File: config.mk
export PLATFORM = sky130hd
export DESIGN_NAME = ebpc_top
export DESIGN_NICKNAME = d
export VERILOG_FILES = /design/src/ebpc_pkg.sv /design/src/ebpc_pin_sync.sv /design/src/ebpc_top.sv
export VERILOG_INCLUDE_DIRS = /design/src /design/src/src
export SDC_FILE = /design/constraint.sdc
export NUM_CORES = 1
export LEC_CHECK = 0
export ABC_AREA = 1
export BUFFER_PORTS_ARGS = -buffer_cell sky130_fd_sc_hd__buf_2
export CAP_MARGIN = 30
export CORE_MARGIN = 3
export CORE_UTILIZATION = 51
export DETAILED_ROUTE_END_ITERATION = 8
export PLACE_DENSITY_LB_ADDON = 0.3
export SETUP_SLACK_MARGIN = 0.3
export SLEW_MARGIN = 30
export SYNTH_ARGS = -nofsm -noshare
export SYNTH_HDL_FRONTEND = slang
export SYNTH_HIERARCHICAL = 1
export SYNTH_SLANG_ARGS = --single-unit
File: constraint.sdc
create_clock -name MCLK_IN -period 1.5 [get_ports MCLK_IN]
set_input_delay 0.375 -clock MCLK_IN [delete_from_list [all_inputs] [get_ports MCLK_IN]]
set_output_delay 0.375 -clock MCLK_IN [all_outputs]
set_load 0.05 [all_outputs]
File: src/ebpc_params.svh
`ifndef EBPC_PARAMS_SVH
`define EBPC_PARAMS_SVH

// Bank numbers whose select pins this block drives.
`define EBPC_BANK_SRAM0      3'h0
`define EBPC_BANK_SRAM1      3'h1
`define EBPC_BANK_SHARED4    3'h4

// Field widths.
`define EBPC_BANK_W          3
`define EBPC_LANE_W          4
`define EBPC_WAIT_W          4
`define EBPC_DMA_CH          4

// Idle level of the lane strobes, and wait count values.
`define EBPC_LANES_IDLE_N    4'hf
`define EBPC_WAIT_ZERO       4'h0
`define EBPC_WAIT_ONE        4'h1

// Edges after reset release before the second boot width sample is taken.
// It covers the three stage input path so the sample sees the released level.
`define EBPC_BOOT_POST_DELAY 3'h4
`define EBPC_POST_CNT_W      3

// Idle levels at the pin filter inputs: bit 0 boot width, bit 1 fault, bit 2 irq.
`define EBPC_PIN_IDLE        3'h6
`define EBPC_PIN_BOOT        0
`define EBPC_PIN_FAULT       1
`define EBPC_PIN_IRQ         2

`endif

File: src/ebpc_pkg.sv
`include "ebpc_params.svh"

package ebpc_pkg;

    typedef enum logic [2:0] {
        ST_IDLE   = 3'h0,
        ST_ROW    = 3'h1,
        ST_ACCESS = 3'h3,
        ST_XFER   = 3'h2
    } ebpc_state_e;

    typedef enum logic [1:0] {
        BOOT_8  = 2'h0,
        BOOT_16 = 2'h1,
        BOOT_32 = 2'h2
    } ebpc_boot_e;

    typedef struct packed {
        logic [`EBPC_BANK_W-1:0] bank;
        logic [`EBPC_LANE_W-1:0] lanes;
        logic [`EBPC_WAIT_W-1:0] waits;
    } ebpc_req_s;

    typedef struct packed {
        logic                     active;
        logic                     full_rate;
        logic                     step;
        logic [`EBPC_DMA_CH-1:0]  ack;
    } ebpc_dma_s;

endpackage : ebpc_pkg

File: src/ebpc_pin_sync.sv
// Three stage input path with a filtered output: the output only follows
// once the second and third stages agree, so a single-cycle glitch that
// reaches only one of them is discarded.
module ebpc_pin_sync #(
    parameter int WIDTH = 3
) (
    // Clock
    input  wire logic             clk,
    // Asynchronous pin levels
    input  wire logic [WIDTH-1:0] pin,
    // Filtered levels
    output logic      [WIDTH-1:0] level
);

    logic [WIDTH-1:0] stage1;
    logic [WIDTH-1:0] stage2;
    logic [WIDTH-1:0] stage3;
    logic [WIDTH-1:0] next_level;

    // The path has no reset so that the boot width pin can be sampled while
    // reset is held; it settles within four edges of a running clock.
    always_comb begin
        for (int i = 0; i < WIDTH; i++) begin
            next_level[i] = (stage2[i] == stage3[i]) ? stage2[i] : level[i];
        end
    end

    always_ff @(posedge clk) begin
        stage1 <= pin;
        stage2 <= stage1;
        stage3 <= stage2;
        level  <= next_level;
    end

endmodule : ebpc_pin_sync

File: src/ebpc_top.sv
`include "ebpc_params.svh"

module ebpc_top
    import ebpc_pkg::*;
(
    // Clock and reset
    input  wire logic                    MCLK_IN,
    input  wire logic                    RST_IN,
    // Access request from the bus unit
    input  wire logic                    REQ_VALID_IN,
    input  wire ebpc_req_s               REQ_IN,
    output logic                         REQ_READY_OUT,
    output logic                         XFER_DONE_OUT,
    output logic                         XFER_FAULT_OUT,
    // Bank configuration
    input  wire logic [1:0]              BANK_SRAM_CFG_IN,
    input  wire logic                    BANK4_IS_DRAM_IN,
    // Bus ownership and DMA
    input  wire logic                    HOLD_GRANT_ACK_IN,
    input  wire logic                    BUS_OP_PENDING_IN,
    input  wire ebpc_dma_s               DMA_IN,
    // Pins from the board
    input  wire logic                    BOOT_ROM_WIDTH_SELECT_IN,
    input  wire logic                    BUS_FAULT_N_IN,
    input  wire logic                    CRITICAL_IRQ_N_IN,
    // Memory control pins
    output logic                         DRAM_ADDR_MUX_SELECT_OUT,
    output logic [`EBPC_LANE_W-1:0]      COLUMN_STROBE_LANE_N_OUT,
    output logic                         SRAM_SELECT_BANK0_N_OUT,
    output logic                         SRAM_SELECT_BANK1_N_OUT,
    output logic                         SELECT_OR_ROW_STROBE_BANK4_N_OUT,
    // Shared bus request and DMA strobe pin, DMA acknowledge pins
    output logic                         BUS_REGAIN_DMA_STROBE_OUT,
    output logic [`EBPC_DMA_CH-1:0]      DMA_ACKNOWLEDGE_LINES_N_OUT,
    // Results for the core
    output ebpc_boot_e                   BOOT_WIDTH_OUT,
    output logic                         BOOT_VALID_OUT,
    output logic                         CRIT_IRQ_OUT
);

    function automatic logic select_hit(input logic [`EBPC_BANK_W-1:0] bank,
                                        input logic [`EBPC_BANK_W-1:0] target,
                                        input logic                    enabled,
                                        input ebpc_state_e             st);
        select_hit = (bank == target) && enabled && (st != ST_IDLE);
    endfunction : select_hit

    function automatic logic is_dram(input logic [`EBPC_BANK_W-1:0] bank,
                                     input logic                    cfg);
        is_dram = (bank == `EBPC_BANK_SHARED4) && cfg;
    endfunction : is_dram

    // Filtered pin levels.
    logic [2:0] pin_level;

    ebpc_pin_sync #(
        .WIDTH (3)
    ) u_pin_sync (
        .clk   (MCLK_IN),
        .pin   ({CRITICAL_IRQ_N_IN, BUS_FAULT_N_IN, BOOT_ROM_WIDTH_SELECT_IN}),
        .level (pin_level)
    );

    logic boot_level;
    logic fault_n_level;
    logic irq_n_level;
    assign boot_level    = pin_level[`EBPC_PIN_BOOT];
    assign fault_n_level = pin_level[`EBPC_PIN_FAULT];
    assign irq_n_level   = pin_level[`EBPC_PIN_IRQ];

    // Access sequencer state.
    ebpc_state_e             state;
    ebpc_state_e             next_state;
    ebpc_req_s               req;
    ebpc_req_s               next_req;
    logic [`EBPC_WAIT_W-1:0] cnt;
    logic [`EBPC_WAIT_W-1:0] next_cnt;
    logic                    fault;
    logic                    next_fault;
    logic                    fault_now;
    logic                    next_ready;
    logic                    next_done;
    logic                    next_fault_out;
    logic                    next_mux;
    logic [`EBPC_LANE_W-1:0] next_cas_n;
    logic                    next_cs0_n;
    logic                    next_cs1_n;
    logic                    next_cs4_n;
    logic                    dram_next;
    logic                    col_phase;

    always_comb begin
        next_state     = state;
        next_req       = req;
        next_cnt       = cnt;
        next_fault     = fault;
        next_done      = 1'b0;
        next_fault_out = 1'b0;
        // The fault pin counts only in the last wait or the transfer cycle.
        fault_now = !fault_n_level &&
                    (((state == ST_ACCESS) && (cnt == `EBPC_WAIT_ONE)) ||
                     (state == ST_XFER));
        case (state)
            ST_IDLE: begin
                if (REQ_VALID_IN) begin
                    next_req   = REQ_IN;
                    next_cnt   = REQ_IN.waits;
                    next_fault = 1'b0;
                    if (is_dram(REQ_IN.bank, BANK4_IS_DRAM_IN)) begin
                        next_state = ST_ROW;
                    end else if (REQ_IN.waits == `EBPC_WAIT_ZERO) begin
                        next_state = ST_XFER;
                    end else begin
                        next_state = ST_ACCESS;
                    end
                end
            end
            ST_ROW: begin
                next_state = (cnt == `EBPC_WAIT_ZERO) ? ST_XFER : ST_ACCESS;
            end
            ST_ACCESS: begin
                next_fault = fault | fault_now;
                next_cnt   = cnt - `EBPC_WAIT_ONE;
                if (cnt == `EBPC_WAIT_ONE) begin
                    next_state = ST_XFER;
                end
            end
            ST_XFER: begin
                next_done      = 1'b1;
                next_fault_out = fault | fault_now;
                next_state     = ST_IDLE;
            end
            default: begin
                next_state = ST_IDLE;
            end
        endcase
        if (RST_IN) begin
            next_state = ST_IDLE;
            next_fault = 1'b0;
            next_cnt   = `EBPC_WAIT_ZERO;
            next_done  = 1'b0;
            next_fault_out = 1'b0;
        end

        // Pin levels follow the state being entered, so every pin is a flop.
        dram_next  = is_dram(next_req.bank, BANK4_IS_DRAM_IN);
        col_phase  = (next_state == ST_ACCESS) || (next_state == ST_XFER);
        next_mux   = dram_next && col_phase;
        next_cas_n = (dram_next && col_phase) ? ~next_req.lanes
                                              : `EBPC_LANES_IDLE_N;
        next_cs0_n = !select_hit(next_req.bank, `EBPC_BANK_SRAM0,
                                 BANK_SRAM_CFG_IN[0], next_state);
        next_cs1_n = !select_hit(next_req.bank, `EBPC_BANK_SRAM1,
                                 BANK_SRAM_CFG_IN[1], next_state);
        // Row strobe for DRAM from the row cycle on, or a plain select for SRAM.
        next_cs4_n = !select_hit(next_req.bank, `EBPC_BANK_SHARED4,
                                 1'b1, next_state);
        next_ready = (next_state == ST_IDLE);
    end

    always_ff @(posedge MCLK_IN) begin
        state                            <= next_state;
        req                              <= next_req;
        cnt                              <= next_cnt;
        fault                            <= next_fault;
        REQ_READY_OUT                    <= next_ready;
        XFER_DONE_OUT                    <= next_done;
        XFER_FAULT_OUT                   <= next_fault_out;
        DRAM_ADDR_MUX_SELECT_OUT         <= next_mux;
        COLUMN_STROBE_LANE_N_OUT         <= next_cas_n;
        SRAM_SELECT_BANK0_N_OUT          <= next_cs0_n;
        SRAM_SELECT_BANK1_N_OUT          <= next_cs1_n;
        SELECT_OR_ROW_STROBE_BANK4_N_OUT <= next_cs4_n;
    end

    // Shared pin and DMA acknowledge.
    logic                    next_shared;
    logic [`EBPC_DMA_CH-1:0] next_dack_n;
    logic                    dma_strobe;

    always_comb begin
        // Without an acknowledge the strobe carries no meaning, so it is held off.
        dma_strobe = DMA_IN.active && (|DMA_IN.ack) &&
                     (DMA_IN.full_rate || DMA_IN.step);
        if (HOLD_GRANT_ACK_IN) begin
            next_shared = BUS_OP_PENDING_IN;
        end else begin
            next_shared = dma_strobe;
        end
        next_dack_n = ~DMA_IN.ack;
        if (RST_IN) begin
            next_shared = 1'b0;
            next_dack_n = {`EBPC_DMA_CH{1'b1}};
        end
    end

    always_ff @(posedge MCLK_IN) begin
        BUS_REGAIN_DMA_STROBE_OUT   <= next_shared;
        DMA_ACKNOWLEDGE_LINES_N_OUT <= next_dack_n;
    end

    // Boot width capture.
    logic                        boot_in_reset;
    logic                        next_boot_in_reset;
    logic [`EBPC_POST_CNT_W-1:0] post_cnt;
    logic [`EBPC_POST_CNT_W-1:0] next_post_cnt;
    ebpc_boot_e                  next_boot_width;
    logic                        next_boot_valid;

    always_comb begin
        next_boot_in_reset = boot_in_reset;
        next_post_cnt      = post_cnt;
        next_boot_width    = BOOT_WIDTH_OUT;
        next_boot_valid    = BOOT_VALID_OUT;
        if (RST_IN) begin
            next_boot_in_reset = boot_level;
            next_post_cnt      = '0;
            next_boot_width    = BOOT_8;
            next_boot_valid    = 1'b0;
        end else if (!BOOT_VALID_OUT) begin
            if (post_cnt == `EBPC_BOOT_POST_DELAY) begin
                // A pin that follows reset differs between the two samples.
                next_boot_valid = 1'b1;
                if (boot_in_reset != boot_level) begin
                    next_boot_width = BOOT_16;
                end else if (boot_level) begin
                    next_boot_width = BOOT_32;
                end else begin
                    next_boot_width = BOOT_8;
                end
            end else begin
                next_post_cnt = post_cnt + 3'h1;
            end
        end
    end

    always_ff @(posedge MCLK_IN) begin
        boot_in_reset  <= next_boot_in_reset;
        post_cnt       <= next_post_cnt;
        BOOT_WIDTH_OUT <= next_boot_width;
        BOOT_VALID_OUT <= next_boot_valid;
    end

    // Critical interrupt: a filtered low arms, the following filtered high fires.
    logic seen_low;
    logic next_seen_low;
    logic next_irq;

    always_comb begin
        next_seen_low = seen_low;
        next_irq      = 1'b0;
        if (!irq_n_level) begin
            next_seen_low = 1'b1;
        end else if (seen_low) begin
            next_irq      = 1'b1;
            next_seen_low = 1'b0;
        end
        if (RST_IN) begin
            next_seen_low = 1'b0;
            next_irq      = 1'b0;
        end
    end

    always_ff @(posedge MCLK_IN) begin
        seen_low     <= next_seen_low;
        CRIT_IRQ_OUT <= next_irq;
    end

endmodule : ebpc_top

==> impl_metrics.tcl, run 1 <==
set metrics [dict create \
    status "complete, no violations" \
    htreeDepth 2 \
    arrival_ps 1460 \
    yosys-top-cells-area "dfxtp_1 50%, nand2_1 13%, inv_1 6.8%" \
    synth_area_mm2 0.001928 \
    intPower_mw 2.059 \
    slowest_stage "dfxtp_4" \
    yosys.area.top_type "dfxtp_1" \
    path_class "reg2reg" \
    cts_buffers 5 \
    fmax_mhz 810.6 \
    grt_pass1_wl_um 5934 \
    regToRegSetupSlack_ps 270 \
    core-area_mm2 0.003495 \
    reg2regPathDepth 6 \
    p_comb_frac 0.196 \
    vias 1649 \
    dp_hpwl_um 2642 \
    fin_area_mm2 0.002636 \
    setup_tns_ps 0 \
    synth_common_cells "66 x nand2_1, 48 x dfxtp_1, 35 x inv_1" \
    hold_buffers 0 \
    design.portCount 49 \
    vdd_drop_max_mv 0.6510 \
    wl_per_cell_um 11.79 \
    fin_crit_ps 1234 \
    synthFlopType "dfxtp_1" \
    drive_gt1_frac 0.3818 \
    gp_congestion 0.7895 \
    crit_path_start_kind "register" \
    clock_skew_ps 9.052 \
    grt_usage 0.1699 \
    hold_violations 0 \
    start_util 0.5517 \
    die_x_um 67.49 \
    pwr-share-clk 0.257 \
    cts.sinks 52 \
    cap_violations 0 \
    setup_violations 0 \
    dieArea_mm2 0.004554 \
    cts_root_buf "clkbuf_8" \
    seq_power_share 0.547 \
    synthCells 232 \
    ys_seq_elements 52 \
    syn_avg_cell_area_um2 8.311 \
    power_switching_uw 818.6 \
    io_buffers 48 \
    yosysUniqueCellTypes 26 \
    first_global_vias 1481 \
    nets 330 \
    gr-total-overflow 0 \
    hp-class "in2reg" \
    power_density_mw_per_mm2 1092 \
    antenna_found_initial 0 \
    placementRows 21 \
    r2r-end "DRAM_ADDR_MUX_SELECT_OUT$_DFF_P_" \
    totalWireLength_um 4031 \
    hold_end "u_pin_sync/stage1[1]$_DFF_P_" \
    netSwitchingFraction 0.2845 \
    path_cells "nor2_4, nand2_4, o21ai_4, nand2_4, nor2_4, and2_1" \
    synth_nets 267 \
    drt_iter0_markers 105 \
    clock_latency_ps 290 \
    hp-start "BUS_FAULT_N_IN" \
    clk_pin_slew_ps 90 \
    min_delay_path_depth 1 \
    required_ps 1730 \
    synth_most_common_cell "nand2_1" \
    cts_buffer_depth 2 \
    cts_tree "built" \
    crit_path_end_kind "register" \
    die_y_um 67.49 \
    async_flop_share 0 \
    seq_area_frac_synth 0.5607 \
    max_stage_delay_ps 380 \
    area_growth_pct 36.73 \
    r2r-start "state[0]$_DFF_P_" \
    dpl_cell_area_mm2 0.002253 \
    drv_slew 0 \
    synth-edff-count 4 \
    period_share 0.8224 \
    antenna_left 0 \
    route.detailed.drc 0 \
    via_per_inst 4.822 \
    grt_start_max_net_pins 16 \
    rsz0062_at_grt "true" \
    diodes 0 \
    ys_warn_count 6 \
    yosys.area.top_type_share 0.4984 \
    firstDrtPassIters 4 \
    crit_fanout 6 \
    p_leak_nw 1.287 \
]
==> cell type report <==
type / count / area [µm²]
Multi-Input combinational cell: 142 / 805.8
Clock inverter: 2 / 11.26
Tap cell: 46 / 57.56
Inverter: 36 / 150.1
Timing Repair Buffer: 58 / 436.7
Sequential cell: 52 / 1102
Clock buffer: 6 / 72.57
Fill cell: 238 / 858.3
==> worst max path at each step <==
stage	endpoint	slack [ps]	cells past startpoint	from
floorplan	SELECT_OR_ROW_STROBE_BANK4_N_OUT$_DFF_P_	300	9	state[0]$_DFF_P_
global placement	COLUMN_STROBE_LANE_N_OUT[2]$_SDFF_PN1_	90	8	REQ_VALID_IN
detailed placement	COLUMN_STROBE_LANE_N_OUT[1]$_SDFF_PN1_	50	8	REQ_VALID_IN
CTS	COLUMN_STROBE_LANE_N_OUT[1]$_SDFF_PN1_	280	6	state[1]$_DFF_P_
global route	COLUMN_STROBE_LANE_N_OUT[2]$_SDFF_PN1_	180	6	state[0]$_DFF_P_
finish	DRAM_ADDR_MUX_SELECT_OUT$_DFF_P_	270	6	state[0]$_DFF_P_
==> metrics by stage <==
stage,utilization,hold WS (ps),setup slack [ps],cells,total power [mW]
after global placement,0.6448,310.9,85.21,327,2.018
after floorplan,-,309.6,301.2,232,1.910
after detailed placement,0.6448,315.0,48.42,327,2.041
after CTS,0.7039,172.6,283.0,338,2.818
final,0.7544,178.4,266.4,342,2.878
after global routing,0.7544,159.6,177.2,342,3.033
==> flip-flops by register name (all words and copies together), names as in the netlist, 2 cells and up <==
name and cells:
u_pin_sync/level 3, u_pin_sync/stage2 3, u_pin_sync/stage1 3, cnt 4, BOOT_WIDTH_OUT 2, post_cnt 3
COLUMN_STROBE_LANE_N_OUT 4, DMA_ACKNOWLEDGE_LINES_N_OUT 4, req 7, u_pin_sync/stage3 3, state 3
==> placed cells by master (no fill, tap or decap) <==
master,Yosys,routed
inv_1,35,29
ha_2,0,2
dfxtp_1,48,35
clkinvlp_4,0,1
inv_6,1,1
o21ai_0,9,6
nand4_1,1,1
nand2b_1,1,1
xor2_1,1,1
buf_2,1,28
clkinv_1,0,1
nor2_1,21,15
conb_1,1,1
ha_1,6,3
buf_6,1,17
o21ai_1,0,3
o21ai_4,0,3
buf_8,0,1
nand3_1,9,9
nor2_2,2,5
clkbuf_1,1,1
a21oi_1,10,10
clkbuf_8,0,5
nor2_4,2,5
ha_4,0,1
and2_1,1,1
nand2_1,66,57
nor3_1,3,3
edfxtp_1,4,4
dfxtp_2,0,11
inv_2,0,4
buf_4,0,12
o211ai_1,1,1
o22ai_1,1,1
nand2_4,1,5
inv_4,0,1
dfxtp_4,0,2
nand2_2,2,8
inv_8,0,1
==> cells by family after synthesis <==
group                      count (synthesis)  synth area share
AOI/OAI and AO/OA                         24           0.07009
xor gates and xnor gates                   1          0.004543
adders and majority gates                  6           0.03893
buffers and inverters                     39           0.08306
DFF                                       52            0.5607
other                                      1          0.001945
and+or+nand+nor                          109            0.2408
==> critical path, delay by kind of cell (launching register included) <==
family / cells / cell delay [ps]
simple gates: 5 / 610
flops: 1 / 380
compound gates: 1 / 170
==> repair_timing <==
action | CTS | global route
pin swaps | 3 | 13
resized for setup | 36 | 54
setup endpoints to repair | 30 | 34
cloned | 1 | 0
setup buffers | 2 | 4
==> power by group through the flow <==
stage / Combinational, mW / Sequential (mW) / Clock (mW)
3_3_place_gp: 0.433 / 1.59 / 0
3_5_place_dp: 0.451 / 1.59 / 0
2_1_floorplan: 0.247 / 1.66 / 0
5_1_grt: 0.620 / 1.59 / 0.826
4_1_cts: 0.500 / 1.56 / 0.753
6_report: 0.564 / 1.57 / 0.740
==> layer usage <==
metal	vias to the layer above	track usage	wire length (µm)
li1	838	-	-
met1	770	0.2010	1609
met2	37	0.3001	2205
met3	4	0.04160	177
met4	0	0.05316	38
met5	-	0	0
Power figures use the tool's default switching activity.
==> inputs of run 2 (changes only) <==
- ABC_AREA: 1 -> 0
- CORE_UTILIZATION: 51 -> 46
- clock period: 1.5 -> 1.02 ns (I/O delays scaled with it)
==> run 2 against run 1 <==
Global-route usage shrank 0.42 points. Largest power group unchanged. Register-to-register slack lost 770 ps. Non-clock buffer count grew 16. Worst setup slack lost 770 ps. Utilization shrank 0.52 points. Critical path depth shrank 3. Total power grew 65%. Final cell count shrank 15%. Final area grew 7.2%. Synthesized cell count shrank 30%. Clock skew shrank 1.2 ps. Sequential cell count is the same. The run now ends with setup timing left.
==> impl_metrics.tcl, run 2 <==
set metrics [dict create \
    status "finished with violations" \
    violations "setup timing" \
    totalWireLength_um 3728 \
    die_y_um 69.26 \
    power_switching_mw 1.239 \
    drive_gt1_frac 0.5934 \
    route.detailed.drc 0 \
    synth_top_family_by_area "simple AND/OR/NAND/NOR gates" \
    dp_hpwl_um 2518 \
    setup_violations 47 \
    largest_register "req" \
    synth_nets 198 \
    vias 1395 \
    fin_crit_ps 1527 \
    start_util 0.4881 \
    grt_start_max_net_pins 22 \
    yosys-top-cells-area "dfxtp_1 52%, edfxtp_1 6.5%, ha_1 4.1%" \
    clk_pin_slew_ps 90 \
    synth_common_cells "48 x dfxtp_1, 11 x nand2_1, 11 x nor2_1" \
    p_comb_frac 0.209 \
    grt_usage 0.1657 \
    wl_per_cell_um 12.90 \
    period_share 1.497 \
    die_x_um 69.26 \
    first_global_vias 1419 \
    synth_area_mm2 0.001841 \
    synth_compound_area_frac 0.07206 \
    yosysUniqueCellTypes 42 \
    synthFlopType "dfxtp_1" \
    setup_tns_ps -9410 \
    cap_violations 0 \
    placementRows 22 \
    clock_latency_ps 310 \
    yosys.area.top_type_share 0.5221 \
    power_density_mw_per_mm2 1685 \
    cts_buffers 5 \
    firstDrtPassIters 4 \
    hold_buffers 0 \
    antenna_found_initial 0 \
    via_per_inst 4.827 \
    grt_pass1_wl_um 6320 \
    crit_path_end_kind "register" \
    total_power_mw 4.761 \
    diodes 0 \
    setup_ws_ps -507.2 \
    cts_root_buf "clkbuf_8" \
    synthXorXnorAreaFrac 0.01903 \
    hp-class "in2reg" \
    dieArea_mm2 0.004796 \
    largest_reg_flops 7 \
    arrival_ps 1710 \
    filler_cell_count 245 \
    io_buffers 48 \
    design.portCount 49 \
    crit_fanout 5 \
    path_class "reg2reg" \
    cts_buffer_depth 2 \
    drv_slew 0 \
    p_leak_nw 1.209 \
    htreeDepth 2 \
    vdd_drop_max_mv 1.295 \
    fmax_mhz 654.8 \
    ys_seq_elements 52 \
    pwr-share-clk 0.297 \
    seq_area_frac_synth 0.5874 \
    yosys.area_share.simple 0.1788 \
    core-area_mm2 0.003771 \
    final_core_util 0.7492 \
    synth_most_common_cell "dfxtp_1" \
    drt_iter0_markers 35 \
    gp_congestion 0.7807 \
    intPower_mw 3.521 \
    area_growth_pct 53.50 \
    async_flop_share 0 \
    synth_fa_ha_area_frac 0.04079 \
    cts.sinks 52 \
    clock_skew_ps 7.881 \
    crit_path_start_kind "register" \
    synthMuxAreaShare 0.06866 \
    yosys.area.top_type "dfxtp_1" \
    gr-total-overflow 0 \
    antenna_left 0 \
    netSwitchingFraction 0.2603 \
    final_cell_mix "28 x dfxtp_2, 28 x buf_2, 18 x dfxtp_1, 18 x buf_4, 14 x buf_6" \
    hold_violations 0 \
    synthCells 163 \
    nets 275 \
    synth-edff-count 4 \
    ys_warn_count 6 \
    syn_avg_cell_area_um2 11.29 \
    seq_power_share 0.494 \
    rsz0062_at_grt "true" \
    required_ps 1210 \
    cts_tree "built" \
]
==> run 2: cell count changes in the layout (fill, tap and decap cells not counted), sizes merged, moves of 7 or more <==
cell,change
o21ai,-11
nand2,-59
nor2,-14
buf,+16
inv,-26
nand3,-7
mux2,+7
==> run 2: worst paths after layout <==
| path | startpoint | to | slack (ps) | depth (start not counted) |
|---|---|---|---|---|
| setup / recovery | state[2]$_DFF_P_ | SRAM_SELECT_BANK0_N_OUT$_DFF_P_ | -510 | 3 |
| hold / removal | CRITICAL_IRQ_N_IN | u_pin_sync/stage1[2]$_DFF_P_ | 40 | 1 |
| setup reg to reg | state[2]$_DFF_P_ | SRAM_SELECT_BANK0_N_OUT$_DFF_P_ | -510 | 3 |
| hold reg to reg | u_pin_sync/stage1[0]$_DFF_P_ | u_pin_sync/stage2[0]$_DFF_P_ | 330 | 0 |
==> run 2: worst max-delay path: stages, from the launching register on <==
cell      delay (ps)
dfxtp_2          340
or4b_4           580
mux2_4           330
nand4b_1         160
==> run 2: routing by layer <==
metal,vias up,wire (µm),GRT usage,part of all wire
met5,-,0,0,0
met2,37,1798,0.2585,0.48
li1,722,-,-,-
met3,5,199,0.06232,0.053
met1,631,1695,0.2132,0.45
met4,0,34,0.05206,0.0091
==> run 2: area by class of cell <==
class,instances,area [µm²],area share
Sequential cell,52,1124,0.3977
Clock inverter,3,46.29,0.01639
Clock buffer,5,68.82,0.02436
Tap cell,48,60.06,0.02126
Multi-Input combinational cell,98,844.6,0.2989
Timing Repair Buffer,74,648.1,0.2294
Inverter,9,33.78,0.01196
==> run 2: what timing repair did <==
item | in CTS | in global routing
endpoints found under the setup margin | 54 | 54
setup buffers | 2 | 1
pin swaps | 6 | 3
gates cloned | 0 | 0
hold endpoints to repair | 0 | 0
resized for setup | 68 | 21
==> run 2: cells by family (layout without fill, tap and decap cells) <==
group	after synthesis	count (layout)
compound gates	20	20
xor+xnor	4	4
fa+ha+maj	6	6
buf+inv	13	91
flops	52	52
mux	11	11
other cells	1	1
simple gates	56	56
==> run 2: power by group through the flow <==
stage / logic [mW] / clock network [mW] / registers, mW
2_1_floorplan: 0.429 / 0 / 2.48
3_3_place_gp: 0.784 / 0 / 2.38
3_5_place_dp: 0.804 / 0 / 2.38
4_1_cts: 0.920 / 1.44 / 2.35
5_1_grt: 1.08 / 1.54 / 2.38
6_report: 0.994 / 1.41 / 2.35
==> run 2: stage by stage <==
step	cell area [µm²]	hold WS (ps)	cells	setup WS (ps)
finish	2825	40.38	289	-507.2
global route	2825	18.81	289	-542.7
CTS	2731	31.40	288	-505.7
detailed placement	2359	312.0	278	-597.9
global placement	2359	310.7	278	-574.0
floorplan	1917	282.7	163	-559.5
